## config.mk

```make
export PLATFORM = sky130hd
export DESIGN_NAME = charger_detect_and_switch_sequencer
export DESIGN_NICKNAME = d
export VERILOG_FILES = /design/src/chg_seq_pkg.sv /design/src/charger_detect_and_switch_sequencer.sv /design/src/tick_timer.sv
export SDC_FILE = /design/constraint.sdc
export NUM_CORES = 1
export LEC_CHECK = 0
export BUFFER_PORTS_ARGS = -buffer_cell sky130_fd_sc_hd__buf_2
export CAP_MARGIN = 0
export CORE_MARGIN = 3
export CORE_UTILIZATION = 25
export CTS_CLUSTER_SIZE = 10
export DETAILED_ROUTE_END_ITERATION = 8
export PLACE_DENSITY_LB_ADDON = 0.25
export SLEW_MARGIN = 20
export SYNTH_ARGS = -nofsm -noshare
export SYNTH_HDL_FRONTEND = slang
export SYNTH_SLANG_ARGS = --single-unit
```

## constraint.sdc

```tcl
create_clock -name REF_CLK -period 5.55 [get_ports REF_CLK]
set_input_delay 0.2775 -clock REF_CLK [delete_from_list [all_inputs] [get_ports REF_CLK]]
set_output_delay 0.2775 -clock REF_CLK [all_outputs]
set_load 0.05 [all_outputs]
```

## src/chg_seq_pkg.sv

```systemverilog
package chg_seq_pkg;
    // Clock rate
    localparam int unsigned CLK_MHZ          = 250;
    // Qualification window for both short tests
    localparam int unsigned SHORT_QUAL_MS    = 20;
    localparam int unsigned SHORT_QUAL_CYC   = SHORT_QUAL_MS * 1000 * CLK_MHZ;
    // Detection-delay and switching-wait step units
    localparam int unsigned DET_STEP_MS      = 100;
    localparam int unsigned DET_STEP_CYC     = DET_STEP_MS * 1000 * CLK_MHZ;
    localparam int unsigned WAIT_STEP_MS     = 10;
    localparam int unsigned WAIT_STEP_CYC    = WAIT_STEP_MS * 1000 * CLK_MHZ;
    // Settings field and counter widths
    localparam int unsigned DET_SEL_W        = 4;
    localparam int unsigned WAIT_SEL_W       = 4;
    localparam int unsigned CNT_W            = 32;
    // Interrupt bit positions
    localparam int unsigned IRQ_W            = 3;
    localparam int unsigned IRQ_ATTACH       = 0;
    localparam int unsigned IRQ_AV_CHG       = 1;
    localparam int unsigned IRQ_UNKNOWN      = 2;
    // Reset values
    localparam logic        INT_MASK_RST     = 1'b1;
endpackage

```

## src/charger_detect_and_switch_sequencer.sv

```systemverilog
`timescale 1ns/1ps
// Notes on behaviour
// - Bus-voltage flag rising in active mode starts supply-type detection.
// - First step waits a detection delay set by a programmable field.
// - During delay, if ID not open, wait ID-done then check for AV cable.
// - AV cable sets AV, attach irqs and AV type, ends; else probe.
// - Probe raises detect enable, closing DP source and DM sink together.
// - DM between references 20 ms continuously before window end flags forward short.
// - No forward short: end at window close, set done, classify on DM.
// - Forward short with ID present: open probe switches, set done, classify.
// - Forward short, ID open: reverse probe; DP qualified 20 ms flags reverse short.
// - No reverse short by second window end: open pair, set done, classify.
// - Classification combines ID result with bus and data-line results.
// - Bus only, supplies low: no identification, power switch on, hi-Z, boot low.
// - Core up, IO low: identify, mask stays 1, signal switches stay open.
// - Test cable then: test output low-Z; with IO up, UART test sets boot and UART switches, else USB switches.
// - Non-test accessory keeps switches open until host clears the mask.
// - Mask 1 forces interrupt line low; bits still set; host must not read.
// - After mask clear, line stays high one wait time; host waits too.
// - Known attach and wait bit 1 after first delay: second wait, close.
// - Interrupt bits clear on host read; line then returns high.
// - With mask already clear, line goes low as soon as any bit sets.
// - Wait bit 1 at attach: switches close one wait time later.
// - Wait bit 0 at attach: switches stay open until host sets wait bit.
// - ID-open falling edge starts identification; rising edge starts detachment.
// - End of identification sets type bit and attach, or unknown irq.
module charger_detect_and_switch_sequencer #(
    parameter int unsigned DET_STEP_CYC   = chg_seq_pkg::DET_STEP_CYC,
    parameter int unsigned WAIT_STEP_CYC  = chg_seq_pkg::WAIT_STEP_CYC,
    parameter int unsigned SHORT_QUAL_CYC = chg_seq_pkg::SHORT_QUAL_CYC,
    parameter int unsigned WINDOW_CYC     = 2 * chg_seq_pkg::SHORT_QUAL_CYC
) (
    input  wire logic                               REF_CLK,
    input  wire logic                               SRST,
    input  wire logic                               ACTIVE_MODE,
    input  wire logic                               CORE_SUPPLY_OK,
    input  wire logic                               IO_SUPPLY,
    input  wire logic                               BUS_VOLTAGE_DETECTED,
    input  wire logic                               ID_PIN_OPEN_FLAG,
    input  wire logic                               ID_IDENTIFICATION_DONE,
    input  wire logic                               ID_IS_AV_CABLE,
    input  wire logic                               ID_IS_TEST_CABLE,
    input  wire logic                               ID_TEST_IS_UART,
    input  wire logic                               ID_KNOWN,
    input  wire logic                               DM_IN_WINDOW,
    input  wire logic                               DP_IN_WINDOW,
    input  wire logic [chg_seq_pkg::DET_SEL_W-1:0]  DET_DELAY_SEL,
    input  wire logic [chg_seq_pkg::WAIT_SEL_W-1:0] SWITCH_WAIT_SEL,
    input  wire logic                               INT_MASK_WR,
    input  wire logic                               INT_MASK_WDATA,
    input  wire logic                               WAIT_BIT,
    input  wire logic                               IRQ_READ,
    output logic                                    SUPPLY_DETECT_ENABLE,
    output logic                                    DPLUS_SOURCE_SWITCH,
    output logic                                    DMINUS_SINK_SWITCH,
    output logic                                    REVERSE_SOURCE_SWITCH,
    output logic                                    REVERSE_SINK_SWITCH,
    output logic                                    DATA_LINES_FORWARD_SHORTED,
    output logic                                    DATA_LINES_REVERSE_SHORTED,
    output logic                                    BUS_DETECTION_DONE,
    output logic                                    DM_RESULT,
    output logic                                    CLASSIFY_DONE,
    output logic                                    DEVICE_TYPE_AV,
    output logic [chg_seq_pkg::IRQ_W-1:0]           IRQ_BITS,
    output logic                                    INT_MASK,
    output logic                                    HOST_IRQ_N,
    output logic                                    SIGNAL_SWITCHES_ON,
    output logic                                    POWER_SWITCH_ON,
    output logic                                    TEST_CABLE_OUT,
    output logic                                    TEST_CABLE_OE_N,
    output logic                                    CHARGE_CURRENT_SELECT_OUT,
    output logic                                    CHARGE_CURRENT_SELECT_OE_N,
    output logic                                    BOOT_OUT,
    output logic                                    UART_SWITCHES_ON,
    output logic                                    USB_SWITCHES_ON
);
    localparam int unsigned CW = chg_seq_pkg::CNT_W;

    typedef enum logic [3:0] {
        S_IDLE, S_DELAY, S_WAIT_ID, S_PROBE_FWD, S_PROBE_REV, S_CLASSIFY
    } det_state_e;
    typedef enum logic [2:0] {
        W_IDLE, W_FIRST, W_PEND, W_SECOND, W_HOLD, W_CLOSED
    } sw_state_e;

    det_state_e state_r;
    sw_state_e  sw_r;

    initial
    begin
        if (SHORT_QUAL_CYC < 1 || WINDOW_CYC <= SHORT_QUAL_CYC)
            $error("qualification must fit inside the detection window");
        if (DET_STEP_CYC < 1 || WAIT_STEP_CYC < 1)
            $error("step counts must be positive");
    end

    // Pin synchronisers
    logic [1:0] bus_sync_r, idf_sync_r, idd_sync_r, dm_sync_r, dp_sync_r, io_sync_r, core_sync_r;
    always_ff @(posedge REF_CLK)
    begin
        if (SRST)
        begin
            bus_sync_r  <= 2'h0;
            idf_sync_r  <= 2'h3;
            idd_sync_r  <= 2'h0;
            dm_sync_r   <= 2'h0;
            dp_sync_r   <= 2'h0;
            io_sync_r   <= 2'h0;
            core_sync_r <= 2'h0;
        end
        else
        begin
            bus_sync_r  <= {bus_sync_r[0], BUS_VOLTAGE_DETECTED};
            idf_sync_r  <= {idf_sync_r[0], ID_PIN_OPEN_FLAG};
            idd_sync_r  <= {idd_sync_r[0], ID_IDENTIFICATION_DONE};
            dm_sync_r   <= {dm_sync_r[0], DM_IN_WINDOW};
            dp_sync_r   <= {dp_sync_r[0], DP_IN_WINDOW};
            io_sync_r   <= {io_sync_r[0], IO_SUPPLY};
            core_sync_r <= {core_sync_r[0], CORE_SUPPLY_OK};
        end
    end

    logic bus_s, id_open_s, id_done_s, dm_in_s, dp_in_s, io_s, core_s;
    assign bus_s     = bus_sync_r[1];
    assign id_open_s = idf_sync_r[1];
    assign id_done_s = idd_sync_r[1];
    assign dm_in_s   = dm_sync_r[1];
    assign dp_in_s   = dp_sync_r[1];
    assign io_s      = io_sync_r[1];
    assign core_s    = core_sync_r[1];

    // Edge detect on synchronised flags
    logic bus_d_r, idf_d_r;
    always_ff @(posedge REF_CLK)
    begin
        if (SRST)
        begin
            bus_d_r <= 1'b0;
            idf_d_r <= 1'b1;
        end
        else
        begin
            bus_d_r <= bus_s;
            idf_d_r <= id_open_s;
        end
    end

    logic bus_rise, id_attach, id_detach, run_ok;
    assign run_ok    = core_s && ACTIVE_MODE;
    assign bus_rise  = bus_s && !bus_d_r && run_ok;
    assign id_attach = !id_open_s && idf_d_r && core_s;
    assign id_detach = id_open_s && !idf_d_r;

    // Timers built on the internal clock
    logic          det_start, det_done;
    logic [CW-1:0] det_load;
    assign det_load = CW'(({28'h0, DET_DELAY_SEL} + 32'h1) * DET_STEP_CYC);
    tick_timer #(.W(CW)) u_det (
        .clk   (REF_CLK),
        .srst  (SRST),
        .start (det_start),
        .stop  (id_detach),
        .load  (det_load),
        .done  (det_done)
    );

    logic          wt_start, wt_done;
    logic [CW-1:0] wt_load;
    assign wt_load = CW'(({28'h0, SWITCH_WAIT_SEL} + 32'h1) * WAIT_STEP_CYC);
    tick_timer #(.W(CW)) u_wait (
        .clk   (REF_CLK),
        .srst  (SRST),
        .start (wt_start),
        .stop  (id_detach),
        .load  (wt_load),
        .done  (wt_done)
    );

    // Window and qualification counters
    logic [CW-1:0] win_cnt_r, qual_cnt_r;
    logic          win_end, qual_hit, in_win_sel;
    assign win_end    = (win_cnt_r == CW'(WINDOW_CYC - 1));
    assign in_win_sel = (state_r == S_PROBE_REV) ? dp_in_s : dm_in_s;
    assign qual_hit   = in_win_sel && (qual_cnt_r == CW'(SHORT_QUAL_CYC - 1));

    always_ff @(posedge REF_CLK)
    begin
        if (SRST || (state_r != S_PROBE_FWD && state_r != S_PROBE_REV) || qual_hit || win_end)
        begin
            win_cnt_r  <= '0;
            qual_cnt_r <= '0;
        end
        else
        begin
            win_cnt_r  <= win_cnt_r + CW'(1);
            qual_cnt_r <= in_win_sel ? qual_cnt_r + CW'(1) : '0;
        end
    end

    // Detection sequence
    logic saw_id_r;
    assign det_start = bus_rise;
    always_ff @(posedge REF_CLK)
    begin
        if (SRST || id_detach)
        begin
            state_r                    <= S_IDLE;
            saw_id_r                   <= 1'b0;
            SUPPLY_DETECT_ENABLE       <= 1'b0;
            DATA_LINES_FORWARD_SHORTED <= 1'b0;
            DATA_LINES_REVERSE_SHORTED <= 1'b0;
            BUS_DETECTION_DONE         <= 1'b0;
            DM_RESULT                  <= 1'b0;
            CLASSIFY_DONE              <= 1'b0;
            DEVICE_TYPE_AV             <= 1'b0;
        end
        else
        begin
            if (id_attach)
                DEVICE_TYPE_AV <= 1'b0;
            unique case (state_r)
                S_IDLE:
                begin
                    if (bus_rise)
                    begin
                        state_r                    <= S_DELAY;
                        saw_id_r                   <= 1'b0;
                        BUS_DETECTION_DONE         <= 1'b0;
                        CLASSIFY_DONE              <= 1'b0;
                        DATA_LINES_FORWARD_SHORTED <= 1'b0;
                        DATA_LINES_REVERSE_SHORTED <= 1'b0;
                    end
                end
                S_DELAY:
                begin
                    if (!id_open_s)
                        saw_id_r <= 1'b1;
                    if (det_done)
                    begin
                        if (saw_id_r || !id_open_s)
                            state_r <= S_WAIT_ID;
                        else
                        begin
                            state_r              <= S_PROBE_FWD;
                            SUPPLY_DETECT_ENABLE <= 1'b1;
                        end
                    end
                end
                S_WAIT_ID:
                begin
                    if (id_done_s)
                    begin
                        if (ID_IS_AV_CABLE)
                        begin
                            DEVICE_TYPE_AV <= 1'b1;
                            CLASSIFY_DONE  <= 1'b1;
                            state_r        <= S_IDLE;
                        end
                        else
                        begin
                            state_r              <= S_PROBE_FWD;
                            SUPPLY_DETECT_ENABLE <= 1'b1;
                        end
                    end
                end
                S_PROBE_FWD:
                begin
                    if (qual_hit)
                    begin
                        DATA_LINES_FORWARD_SHORTED <= 1'b1;
                        if (!id_open_s)
                        begin
                            SUPPLY_DETECT_ENABLE <= 1'b0;
                            BUS_DETECTION_DONE   <= 1'b1;
                            state_r              <= S_CLASSIFY;
                        end
                        else
                            state_r <= S_PROBE_REV;
                    end
                    else if (win_end)
                    begin
                        DM_RESULT            <= dm_in_s;
                        SUPPLY_DETECT_ENABLE <= 1'b0;
                        BUS_DETECTION_DONE   <= 1'b1;
                        state_r              <= S_CLASSIFY;
                    end
                end
                S_PROBE_REV:
                begin
                    if (qual_hit || win_end)
                    begin
                        DATA_LINES_REVERSE_SHORTED <= qual_hit;
                        SUPPLY_DETECT_ENABLE       <= 1'b0;
                        BUS_DETECTION_DONE         <= 1'b1;
                        state_r                    <= S_CLASSIFY;
                    end
                end
                S_CLASSIFY:
                begin
                    CLASSIFY_DONE <= 1'b1;
                    state_r       <= S_IDLE;
                end
                default:
                    state_r <= S_IDLE;
            endcase
        end
    end

    // Probe switches follow state and enable
    assign DPLUS_SOURCE_SWITCH   = SUPPLY_DETECT_ENABLE && (state_r == S_PROBE_FWD);
    assign DMINUS_SINK_SWITCH    = SUPPLY_DETECT_ENABLE && (state_r == S_PROBE_FWD);
    assign REVERSE_SOURCE_SWITCH = SUPPLY_DETECT_ENABLE && (state_r == S_PROBE_REV);
    assign REVERSE_SINK_SWITCH   = SUPPLY_DETECT_ENABLE && (state_r == S_PROBE_REV);

    // Identification end events
    logic id_done_d_r, attach_evt, unknown_evt, av_evt;
    always_ff @(posedge REF_CLK)
    begin
        if (SRST)
            id_done_d_r <= 1'b0;
        else
            id_done_d_r <= id_done_s;
    end
    assign av_evt      = (state_r == S_WAIT_ID) && id_done_s && ID_IS_AV_CABLE;
    assign attach_evt  = id_done_s && !id_done_d_r && core_s && ID_KNOWN;
    assign unknown_evt = id_done_s && !id_done_d_r && core_s && !ID_KNOWN;

    // Sticky interrupt bits; set wins over read-clear
    logic [chg_seq_pkg::IRQ_W-1:0] irq_set;
    assign irq_set = {unknown_evt, av_evt, attach_evt || av_evt};
    always_ff @(posedge REF_CLK)
    begin
        if (SRST)
            IRQ_BITS <= '0;
        else
            IRQ_BITS <= (IRQ_READ ? '0 : IRQ_BITS) | irq_set;
    end

    // Mask bit: held at reset value while IO supply is low
    always_ff @(posedge REF_CLK)
    begin
        if (SRST || !io_s)
            INT_MASK <= chg_seq_pkg::INT_MASK_RST;
        else if (INT_MASK_WR)
            INT_MASK <= INT_MASK_WDATA;
    end

    // Switching-wait sequencer; first wait starts from idle once the mask opens, restarts after a detach during it, not after detaches once it has ended
    logic mask_clear, pending, attached_r;
    assign mask_clear = !INT_MASK;
    assign pending    = |IRQ_BITS;
    assign wt_start   = (sw_r == W_IDLE && mask_clear)
                      || (sw_r == W_PEND && attached_r && WAIT_BIT)
                      || (sw_r == W_HOLD && WAIT_BIT);

    always_ff @(posedge REF_CLK)
    begin
        if (SRST || id_detach)
            attached_r <= 1'b0;
        else if (attach_evt)
            attached_r <= 1'b1;
    end

    always_ff @(posedge REF_CLK)
    begin
        if (SRST || INT_MASK)
            sw_r <= W_IDLE;
        else if (id_detach)
            sw_r <= (sw_r == W_IDLE || sw_r == W_FIRST) ? W_IDLE : W_PEND;
        else
        begin
            unique case (sw_r)
                W_IDLE:   sw_r <= W_FIRST;
                W_FIRST:  if (wt_done) sw_r <= W_PEND;
                W_PEND:
                begin
                    if (attached_r)
                        sw_r <= WAIT_BIT ? W_SECOND : W_HOLD;
                end
                W_SECOND: if (wt_done) sw_r <= W_CLOSED;
                W_HOLD:   if (WAIT_BIT) sw_r <= W_SECOND;
                W_CLOSED: sw_r <= W_CLOSED;
                default:  sw_r <= W_IDLE;
            endcase
        end
    end

    // Interrupt line: low under mask, high in first wait, else follows pending
    always_ff @(posedge REF_CLK)
    begin
        if (SRST)
            HOST_IRQ_N <= 1'b0;
        else if (INT_MASK)
            HOST_IRQ_N <= 1'b0;
        else if (sw_r == W_IDLE || sw_r == W_FIRST)
            HOST_IRQ_N <= 1'b1;
        else
            HOST_IRQ_N <= !((pending && !IRQ_READ) || (|irq_set));
    end

    // Supply-dependent pin behaviour
    logic test_cable;
    assign test_cable = ID_IS_TEST_CABLE && attached_r;
    always_ff @(posedge REF_CLK)
    begin
        if (SRST)
        begin
            SIGNAL_SWITCHES_ON         <= 1'b0;
            UART_SWITCHES_ON           <= 1'b0;
            USB_SWITCHES_ON            <= 1'b0;
            POWER_SWITCH_ON            <= 1'b0;
            TEST_CABLE_OE_N            <= 1'b1;
            CHARGE_CURRENT_SELECT_OE_N <= 1'b1;
            CHARGE_CURRENT_SELECT_OUT  <= 1'b0;
            BOOT_OUT                   <= 1'b0;
        end
        else
        begin
            POWER_SWITCH_ON            <= bus_s;
            CHARGE_CURRENT_SELECT_OE_N <= !(core_s && BUS_DETECTION_DONE);
            CHARGE_CURRENT_SELECT_OUT  <= DM_RESULT;
            TEST_CABLE_OE_N            <= !(core_s && test_cable);
            BOOT_OUT                   <= io_s && test_cable && ID_TEST_IS_UART;
            UART_SWITCHES_ON           <= io_s && test_cable && ID_TEST_IS_UART;
            USB_SWITCHES_ON            <= io_s && test_cable && !ID_TEST_IS_UART;
            SIGNAL_SWITCHES_ON         <= io_s && !test_cable && (sw_r == W_CLOSED);
        end
    end
    assign TEST_CABLE_OUT = 1'b0;
endmodule // charger_detect_and_switch_sequencer

```

## src/tick_timer.sv

```systemverilog
`timescale 1ns/1ps
// Loadable down-counter; done pulses once when the count expires
module tick_timer #(
    parameter int unsigned W = 32
) (
    input  wire logic         clk,
    input  wire logic         srst,
    input  wire logic         start,
    input  wire logic         stop,
    input  wire logic [W-1:0] load,
    output logic              done
);
    logic [W-1:0] cnt_r;
    logic         run_r;

    initial
    begin
        if (W < 2) $error("tick_timer width too small");
    end

    // Count while running, restart on start
    always_ff @(posedge clk)
    begin
        if (srst || stop)
        begin
            cnt_r <= '0;
            run_r <= 1'b0;
            done  <= 1'b0;
        end
        else if (start)
        begin
            cnt_r <= (load == '0) ? W'(1) : load;
            run_r <= 1'b1;
            done  <= 1'b0;
        end
        else if (run_r)
        begin
            done  <= (cnt_r == W'(1));
            run_r <= (cnt_r != W'(1));
            cnt_r <= cnt_r - W'(1);
        end
        else
        begin
            done  <= 1'b0;
        end
    end
endmodule // tick_timer

```

==> results of run 1 <==
-- path summary, 6_finish.rpt --
check              startpoint         endpoint  slack, ns  depth (start not counted)
min           ID_TEST_IS_UART  USB_SWITCHES_ON       0.03                          2
max reg2reg        state_r[2]   qual_cnt_r[28]       2.15                          8
max          DET_DELAY_SEL[0]   u_det.cnt_r[8]       0.93                         16
min reg2reg     idf_sync_r[0]    idf_sync_r[1]       0.41                          1
-- cells in the final DEF, fill, tap and decap left out, drive strengths merged, types with 5 or more instances in the layout --
| cell | n |
|---|---|
| o211ai | 5 |
| buf | 58 |
| and3 | 20 |
| nand2b | 12 |
| dfxtp | 175 |
| ha | 85 |
| nor2b | 29 |
| nor2 | 189 |
| o22ai | 7 |
| clkbuf | 18 |
| or2 | 10 |
| o21ai | 31 |
| nor3b | 6 |
| a211oi | 42 |
| nand2 | 81 |
| or3 | 13 |
| xor2 | 76 |
| nor4 | 24 |
| xnor2 | 74 |
| fa | 21 |
| and2 | 7 |
| nand3b | 6 |
| or4 | 8 |
| inv | 54 |
| nand3 | 33 |
| and4 | 8 |
| nand4 | 23 |
| nor4b | 6 |
| a31oi | 7 |
| nor3 | 35 |
| a21o | 13 |
| mux2i | 6 |
| a21oi | 46 |
-- per-stage QoR --
step	setup slack (ns)	total power (W)	instance area, µm²
after floorplan	1.22	0.00207	10700
after global placement	0.587	0.00233	11500
after detailed placement	0.409	0.00233	11500
after CTS	0.876	0.00364	12200
after global routing	0.506	0.00382	12200
final	0.933	0.00360	12200
-- power groups by stage --
stage               logic [W]  clock network [W]  registers, W
CTS                   0.00103            0.00134       0.00128
global placement      0.00102                  0       0.00131
finish                0.00102            0.00130       0.00128
floorplan            0.000760                  0       0.00131
global route          0.00116            0.00138       0.00128
detailed placement    0.00102                  0       0.00131
-- cell families after synthesis --
family                     count (synthesis)
other                                      1
adders and majority gates                106
xor gates and xnor gates                 150
buffers and inverters                     86
AOI/OAI and AO/OA                        192
and+or+nand+nor                          524
DFF                                      175
muxes                                      6
-- flip-flops by register name, summed over array words and instances, names as in the netlist, 2 cells and up --
| name | cells |
|---|---|
| qual_cnt_r | 32 |
| u_det.cnt_r | 32 |
| u_wait.cnt_r | 32 |
| win_cnt_r | 32 |
| IRQ_BITS | 3 |
| state_r | 3 |
| sw_r | 3 |
| bus_sync_r | 2 |
| core_sync_r | 2 |
| dm_sync_r | 2 |
| dp_sync_r | 2 |
| idd_sync_r | 2 |
| idf_sync_r | 2 |
| io_sync_r | 2 |
-- metal layers --
metal | routed length, µm | GRT usage [%] | vias to the layer above
met3 | 751 | 1.62 | 16
li1 | - | - | 4429
met5 | 0 | 0 | -
met4 | 279 | 3.14 | 0
met1 | 13100 | 16.0 | 4006
met2 | 11600 | 18.7 | 104
-- worst max-delay path: stages --
cell and delay, ns:
buf_2 0.23, ha_1 0.24, xor2_1 0.38, inv_1 0.18, fa_1 0.51, fa_1 0.53, inv_1 0.07, fa_1 0.45
ha_1 0.38, and3_1 0.19, a31oi_1 0.21, nand2_1 0.13, o311ai_0 0.49, nor4_1 0.11, and4b_1 0.26, o32ai_1 0.28
-- layout make-up --
cell class | instances | share of cell area [%]
Antenna cell | 1 | 0.0206
Clock buffer | 18 | 3.53
Clock inverter | 14 | 1.69
Inverter | 48 | 1.48
Multi-Input combinational cell | 979 | 56.4
Sequential cell | 175 | 28.8
Tap cell | 539 | 5.54
Timing Repair Buffer | 58 | 2.57
-- Yosys cell counts, types with 8 or more instances --
cell      instances
a211oi_1         42
or3_1            13
o21ai_0          29
a21o_1           13
nor3_1           34
nand3_1          33
nand2_1          81
and3_1           20
a21oi_1          46
and4_1            8
or2_2             9
nor2_1          188
nor2b_1          28
inv_1            48
dfxtp_1         175
xnor2_1          74
nor4_1           20
nand4_1          23
nand2b_1         12
xor2_1           76
fa_1             21
clkbuf_1         27
ha_1             85
==> results_dict.tcl, run 1 <==
set metrics [dict create \
    synthFlopType "dfxtp_1" \
    async_flop_share_pct 0 \
    grt_usage_pct 11.5 \
    p_leak_nw 4.72 \
    multi_input_comb_area_um2 6860 \
    ys_seq_elements 175 \
    hold_class "in -> reg" \
    areaGrowthSynthToFinish_pct 13.7 \
    clk_latency_ns 0.42 \
    final_nets 1411 \
    cts_tree "built" \
    cts_inserted_buffers 17 \
    die_area_um2 45300 \
    vias 8555 \
    syn_avg_cell_area_um2 8.63 \
    cts_setup_buffers 0 \
    report.final.slew_viol_count 0 \
    synth_xor_area_share_pct 12.3 \
    dp_hpwl_um 19400 \
    rsz0062_at_grt "false" \
    register_area_um2 3500 \
    finalWorstPathRequiredPeriod_ns 4.62 \
    syn-num-nets 1372 \
    die-height_um 213 \
    io_buffers 49 \
    root_buffer "clkbuf_16" \
    pwr-share-clk_pct 36.1 \
    p_int_w 0.00244 \
    synth_compound_area_share_pct 12.0 \
    period_share_pct 83.2 \
    finish.utilization_pct 28.9 \
    max_freq_mhz 217 \
    grt_max_degree 36 \
    antenna_found_initial 2 \
    yosys.area_share.simple_pct 25.2 \
    drt_iter0_markers 456 \
    clockBufferDepth 2 \
    post_drt_wl_per_cell_um 14.0 \
    whs_ns 0.0300 \
    critPathLaunchType "input port" \
    grt_pass1_wl_um 43100 \
    initial_core_util_pct 25.4 \
    required_ns 5.88 \
    combPwrFrac_pct 28.4 \
    synth_top_area_share_pct 32.7 \
    ys_seq_area_share_pct 32.7 \
    synth_mux_area_share_pct 0.561 \
    ant_nets 0 \
    synth_top_family_by_area "simple AND/OR/NAND/NOR gates" \
    core_um2 42100 \
    setup_tns_ns 0 \
    fin_cells 1832 \
    routed_via_density 4.67 \
    path_class "in -> reg" \
    clock_sinks 175 \
    peakVddDrop_mv 0.197 \
    htree_num_levels 4 \
    drc 0 \
    power_switching_w 0.00117 \
    synthAdderAreaFrac_pct 13.9 \
    path_clk_slew_ns 0.07 \
    gp_congestion 0.822 \
    grt_overflow_total 0 \
    dr.pass1.iters 5 \
    p_sw_share_pct 32.4 \
    status "complete, no violations" \
    synthTopCellsByArea "dfxtp_1 33%, ha_1 9.9%, nor2_1 6.6%" \
    ctsResizeCount 0 \
    drive_gt1_share_pct 9.21 \
    num_rows 75 \
    hold_buffers 0 \
    syn_area_um2 10700 \
    die_x_um 213 \
    synth.distinct_cells 76 \
    place_inst 1799 \
    setup_violations 0 \
    synth_largest_area_cell "dfxtp_1" \
    yosysWarnings 0 \
    worstMarginPinSlew_ns 0.845 \
    skew_ns 0.0110 \
    routed_wirelength_um 25700 \
    synth_edf_count 0 \
    worstSetupEndpointType "flip-flop" \
    io_pins 51 \
    cp.arrival_ns 4.94 \
    p_seq_share_pct 35.5 \
    cp_max_fo 9 \
    grt_pass1_vias 8483 \
    max_cap_viol_count 0 \
    hold_viol 0 \
    fillers 4505 \
    p_per_area_nw_per_um2 296 \
    slew_headroom_pct 43.5 \
    synth_cells 1240 \
]
Note: power is estimated with default switching activity, not from simulation.
==> run 2: changes to the inputs <==
Clock period 5.55 ns to 3.74 ns, I/O delays scaled along.
==> run 2 against run 1 <==
Net effect:
- sequential power rose by 48%
- sequential share of layout area fell by 3.7 points
- die area did not move
- routed wire length rose by 4.7%
- worst setup slack got worse by 0.88 ns
- critical path depth rose by 2
- combinational power rose to 2.7 times the previous value
- first-iteration DRC count rose by 8.6%
- core utilization rose by 4.3 points
- non-clock buffer count rose by 147
- clock power rose by 33%
==> results_dict.tcl, run 2 (same netlist as run 1, synthesis figures left out) <==
set metrics [dict create \
    status "complete, no violations" \
    setup_ws_ns 0.0535 \
    clk_latency_ns 0.43 \
    max_cap_viol_count 0 \
    p_int_w 0.00432 \
    htree_num_levels 4 \
    final_cell_mix "187 x nor2_1, 175 x dfxtp_1, 148 x buf_4, 80 x nand2_1, 72 x xnor2_1" \
    cp_max_fo 3 \
    place_inst 1922 \
    worstSetupEndpointType "flip-flop" \
    dr.pass1.iters 5 \
    path_class "in -> reg" \
    clockBufferDepth 2 \
    skew_ns 0.00756 \
    drive_gt1_share_pct 24.1 \
    die_x_um 213 \
    pre_cts_slack_ns -0.645 \
    die-height_um 213 \
    ant_nets 0 \
    worstMarginPinSlew_ns 0.793 \
    cp.arrival_ns 3.98 \
    grt_pass1_wl_um 45600 \
    min_to "idf_sync_r[0]" \
    root_buffer "clkbuf_16" \
    cts_tree "built" \
    regToRegStartpoint "win_cnt_r[25]" \
    vias 9144 \
    required_ns 4.03 \
    num_rows 75 \
    post_drt_wl_per_cell_um 13.6 \
    combPwrFrac_pct 43.0 \
    period_share_pct 98.6 \
    antenna_found_initial 2 \
    drt_iter0_markers 495 \
    grt_max_degree 36 \
    critPathLaunchType "input port" \
    p_sw_share_pct 32.2 \
    final_nets 1558 \
    r2r_slack_ns 0.95 \
    setup_violations 0 \
    drc 0 \
    slew_headroom_pct 47.0 \
    p_seq_share_pct 29.9 \
    pwr-share-clk_pct 27.1 \
    areaGrowthSynthToFinish_pct 30.5 \
    initial_core_util_pct 25.4 \
    power_switching_w 0.00205 \
    startpoint "DET_DELAY_SEL[1]" \
    p_per_area_nw_per_um2 456 \
    routed_wirelength_um 26900 \
    dp_hpwl_um 20300 \
    p_leak_nw 5.45 \
    routed_via_density 4.62 \
    fin_cells 1978 \
    io_buffers 49 \
    report.final.slew_viol_count 0 \
    hold_viol 0 \
    grt_overflow_total 0 \
    holdPathStages 2 \
    io_pins 51 \
    peakVddDrop_mv 0.274 \
    clock_sinks 175 \
    finalWorstPathRequiredPeriod_ns 3.69 \
    rr_worst_depth 7 \
    max_freq_mhz 271 \
    gp_congestion 0.817 \
    grt_pass1_vias 9011 \
    path_clk_slew_ns 0.07 \
    hold_start "ID_PIN_OPEN_FLAG" \
    hold_class "in -> reg" \
    die_area_um2 45300 \
    fillers 4372 \
    timing.rr.end "qual_cnt_r[22]" \
    power_w 0.00637 \
    rsz0062_at_grt "true" \
    grt_usage_pct 12.1 \
    antennaDiodeCount 0 \
    final_common_cell "nor2_1" \
    core_um2 42100 \
    cts_inserted_buffers 17 \
]
## run 2: cell types whose count changed in the layout (fill, tap and decap cells not counted), sizes merged
cell / change
buf: +139
dlygate4sd3: +7
inv: -4
bufinv: -3
diode: -1
clkinv: +6
clkbuf: +2
## run 2: routing by layer
metal | up-vias | global-route usage (%) | wire length [µm]
li1 | 4718 | - | -
met1 | 4315 | 16.7 | 13400
met2 | 94 | 20.1 | 12600
met3 | 17 | 1.66 | 654
met4 | 0 | 2.57 | 218
met5 | - | 0 | 0
## run 2: power by group through the flow
stage / Clock (W) / Combinational, W / Sequential (W)
3_3_place_gp: 0 / 0.00226 / 0.00194
3_5_place_dp: 0 / 0.00226 / 0.00194
5_1_grt: 0.00187 / 0.00301 / 0.00190
6_report: 0.00173 / 0.00274 / 0.00190
2_1_floorplan: 0 / 0.00124 / 0.00194
4_1_cts: 0.00179 / 0.00244 / 0.00190
## run 2: cell type report
cell class	instances	area, µm²	area share, %
clock buffers	19	443	3.17
clock inverters	13	130	0.932
inverters	48	188	1.34
multi-input cells	979	7540	54.0
flip-flops and latches	175	3500	25.1
well taps	539	674	4.83
repair buffers	205	1490	10.6
## run 2: critical path, cell delays in order
cell	delay [ns]
buf_4	0.13
ha_4	0.18
xor2_4	0.16
buf_4	0.15
ha_2	0.19
fa_1	0.47
inv_1	0.05
fa_1	0.49
inv_2	0.05
ha_4	0.22
a21o_1	0.22
a221oi_2	0.31
buf_4	0.17
xor2_2	0.16
nand4_1	0.16
nor4_1	0.27
and4b_2	0.32
o32ai_1	0.10
## run 2: repair_timing
action | 4_1_cts | 5_1_grt
pin swaps | 17 | 51
gates resized for setup | 18 | 74
hold buffers | 7 | 0
endpoints found under the hold margin | 6 | 0
endpoints found under the setup margin | 6 | 10
buffers inserted | 10 | 7
## run 2: through the flow
step / TNS, ns / util (%) / area [µm²] / hold slack, ns
2_1_floorplan: -0.519 / - / 10900 / 0.263
3_3_place_gp: -4.57 / 30.1 / 12700 / 0.372
3_5_place_dp: -5.87 / 30.1 / 12700 / 0.370
4_1_cts: 0 / 32.0 / 13500 / 0.0278
5_1_grt: -0.349 / 33.1 / 14000 / 0.0383
6_report: 0 / 33.1 / 14000 / 0.0429
## run 2: worst max path at each step
| stage | cells past startpoint | endpoint | slack [ns] |
|---|---|---|---|
| final | 18 | u_det.cnt_r[8] | 0.05 |
| after detailed placement | 17 | u_wait.cnt_r[6] | -0.64 |
| after global routing | 17 | u_wait.cnt_r[6] | -0.11 |
| after floorplan | 16 | u_wait.cnt_r[0] | -0.13 |
| after CTS | 19 | u_det.cnt_r[8] | 0.005 |
| after global placement | 17 | u_wait.cnt_r[6] | -0.52 |
==> run 3: changes to the inputs <==
Settings changed: MAX_ROUTING_LAYER set to met4.
==> run 3 against run 2 <==
Net effect:
- sequential power is essentially flat
- flip-flop and latch count stayed put
- maximum frequency up 0.13%
- critical path type unchanged
- via count up 0.39%
- non-clock buffer count rose by 2
- critical path depth did not move
- largest cell class unchanged
- register-to-register slack about the same
- sequential share of layout area hardly changed
==> results_dict.tcl, run 3 (same netlist as run 1, synthesis figures left out) <==
set metrics [dict create \
    status "complete, no violations" \
    final_cell_mix "187 x nor2_1, 175 x dfxtp_1, 150 x buf_4, 80 x nand2_1, 72 x xnor2_1" \
    p_int_w 0.00431 \
    gp_congestion 0.829 \
    rsz0062_at_grt "true" \
    io_buffers 49 \
    die_x_um 213 \
    drive_gt1_share_pct 24.2 \
    fillers 4371 \
    worstMarginPinSlew_ns 0.783 \
    clk_latency_ns 0.43 \
    pwr-share-clk_pct 27.2 \
    antennaDiodeCount 0 \
    root_buffer "clkbuf_16" \
    routed_wirelength_um 26800 \
    power_w 0.00636 \
    grt_overflow_total 0 \
    finalInstanceArea_um2 14000 \
    placed_cell_area_um2 12700 \
    final_common_cell "nor2_1" \
    peakVddDrop_mv 0.272 \
    htree_num_levels 4 \
    routed_via_density 4.64 \
    grt_max_degree 36 \
    p_leak_nw 5.46 \
    drt_iter0_markers 482 \
    ant_nets 0 \
    antenna_found_initial 2 \
    dp_hpwl_um 20300 \
    period_share_pct 98.4 \
    worstSetupEndpointType "flip-flop" \
    whs_ns 0.0459 \
    clock_sinks 175 \
    hold_viol 0 \
    core_um2 42100 \
    dr.pass1.iters 5 \
    drc 0 \
    p_per_area_nw_per_um2 455 \
    required_ns 4.03 \
    setup_tns_ns 0 \
    critPathLaunchType "input port" \
    power_switching_w 0.00205 \
    setup_violations 0 \
    path_class "in -> reg" \
    slew_headroom_pct 47.6 \
    num_rows 75 \
    grt_pass1_wl_um 45600 \
    max_freq_mhz 272 \
    p_seq_share_pct 29.9 \
    p_sw_share_pct 32.2 \
    finish.utilization_pct 33.1 \
    cts_tree "built" \
    grt_usage_pct 12.5 \
    combPwrFrac_pct 42.9 \
    die-height_um 213 \
    areaGrowthSynthToFinish_pct 30.5 \
    initial_core_util_pct 25.4 \
    grt_pass1_vias 9009 \
    clockBufferDepth 2 \
    report.final.slew_viol_count 0 \
    finalWorstPathRequiredPeriod_ns 3.68 \
    die_area_um2 45300 \
    hold_class "in -> reg" \
    final_nets 1560 \
    max_cap_viol_count 0 \
    io_pins 51 \
    cp.arrival_ns 3.98 \
    cts_inserted_buffers 17 \
    post_drt_wl_per_cell_um 13.6 \
    skew_ns 0.00791 \
    vias 9180 \
    path_clk_slew_ns 0.07 \
    cp_max_fo 3 \
]
[run 3: changes by cell type in the layout (fill, tap and decap cells not counted)]
cell / change
a211oi_1: -1
a211oi_2: +1
buf_4: +2
ha_1: +1
ha_4: -1
[run 3: through the flow]
stage / cells / setup slack (ns)
finish: 1980 / 0.0583
global route: 1980 / -0.107
CTS: 1971 / 0.00537
detailed placement: 1922 / -0.645
global placement: 1922 / -0.523
floorplan: 1240 / -0.129
[run 3: cell type report]
type | instances | area, µm² | area share [%]
Clock buffer | 19 | 443 | 3.17
Clock inverter | 13 | 130 | 0.932
Inverter | 48 | 188 | 1.34
Multi-Input combinational cell | 979 | 7530 | 53.9
Sequential cell | 175 | 3500 | 25.1
Tap cell | 539 | 674 | 4.83
Timing Repair Buffer | 207 | 1500 | 10.7
[run 3: power by group through the flow]
stage | Combinational, W | Sequential, W | Clock [W]
2_1_floorplan | 0.00124 | 0.00194 | 0
3_3_place_gp | 0.00226 | 0.00194 | 0
3_5_place_dp | 0.00226 | 0.00194 | 0
4_1_cts | 0.00244 | 0.00190 | 0.00179
5_1_grt | 0.00301 | 0.00190 | 0.00187
6_report | 0.00273 | 0.00190 | 0.00173
[run 3: path summary, 6_finish.rpt]
check / from / end / slack [ns] / cells after the start
hold reg to reg: idf_sync_r[0] / idf_sync_r[1] / 0.41 / 1
setup / recovery: DET_DELAY_SEL[1] / u_det.cnt_r[8] / 0.06 / 18
setup reg to reg: win_cnt_r[25] / qual_cnt_r[22] / 0.95 / 7
hold / removal: ID_PIN_OPEN_FLAG / idf_sync_r[0] / 0.05 / 2
[run 3: timing repair]
item,4_1_cts,5_1_grt
pin swaps,17,52
setup endpoints to repair,6,10
buffers inserted,10,9
hold buffers,7,0
gates resized for setup,18,74
hold endpoints to repair,6,0
[run 3: critical path, cell delays in order]
cell      delay [ns]
buf_4           0.13
ha_4            0.18
xor2_4          0.16
buf_4           0.15
ha_2            0.19
fa_1            0.47
inv_1           0.05
fa_1            0.49
inv_2           0.05
ha_4            0.22
a21o_1          0.22
a221oi_2        0.31
buf_4           0.17
xor2_2          0.16
nand4_1         0.16
nor4_1          0.28
and4b_2         0.32
o32ai_1         0.10
[run 3: layer usage]
layer  wire length [µm]  part of all wire (%)  global-route usage (%)
met5                  0                     0                       -
met2              12600                    47                    20.2
met1              13500                    50                    16.7
met3                531                   2.0                    1.66
met4                187                  0.70                    2.57
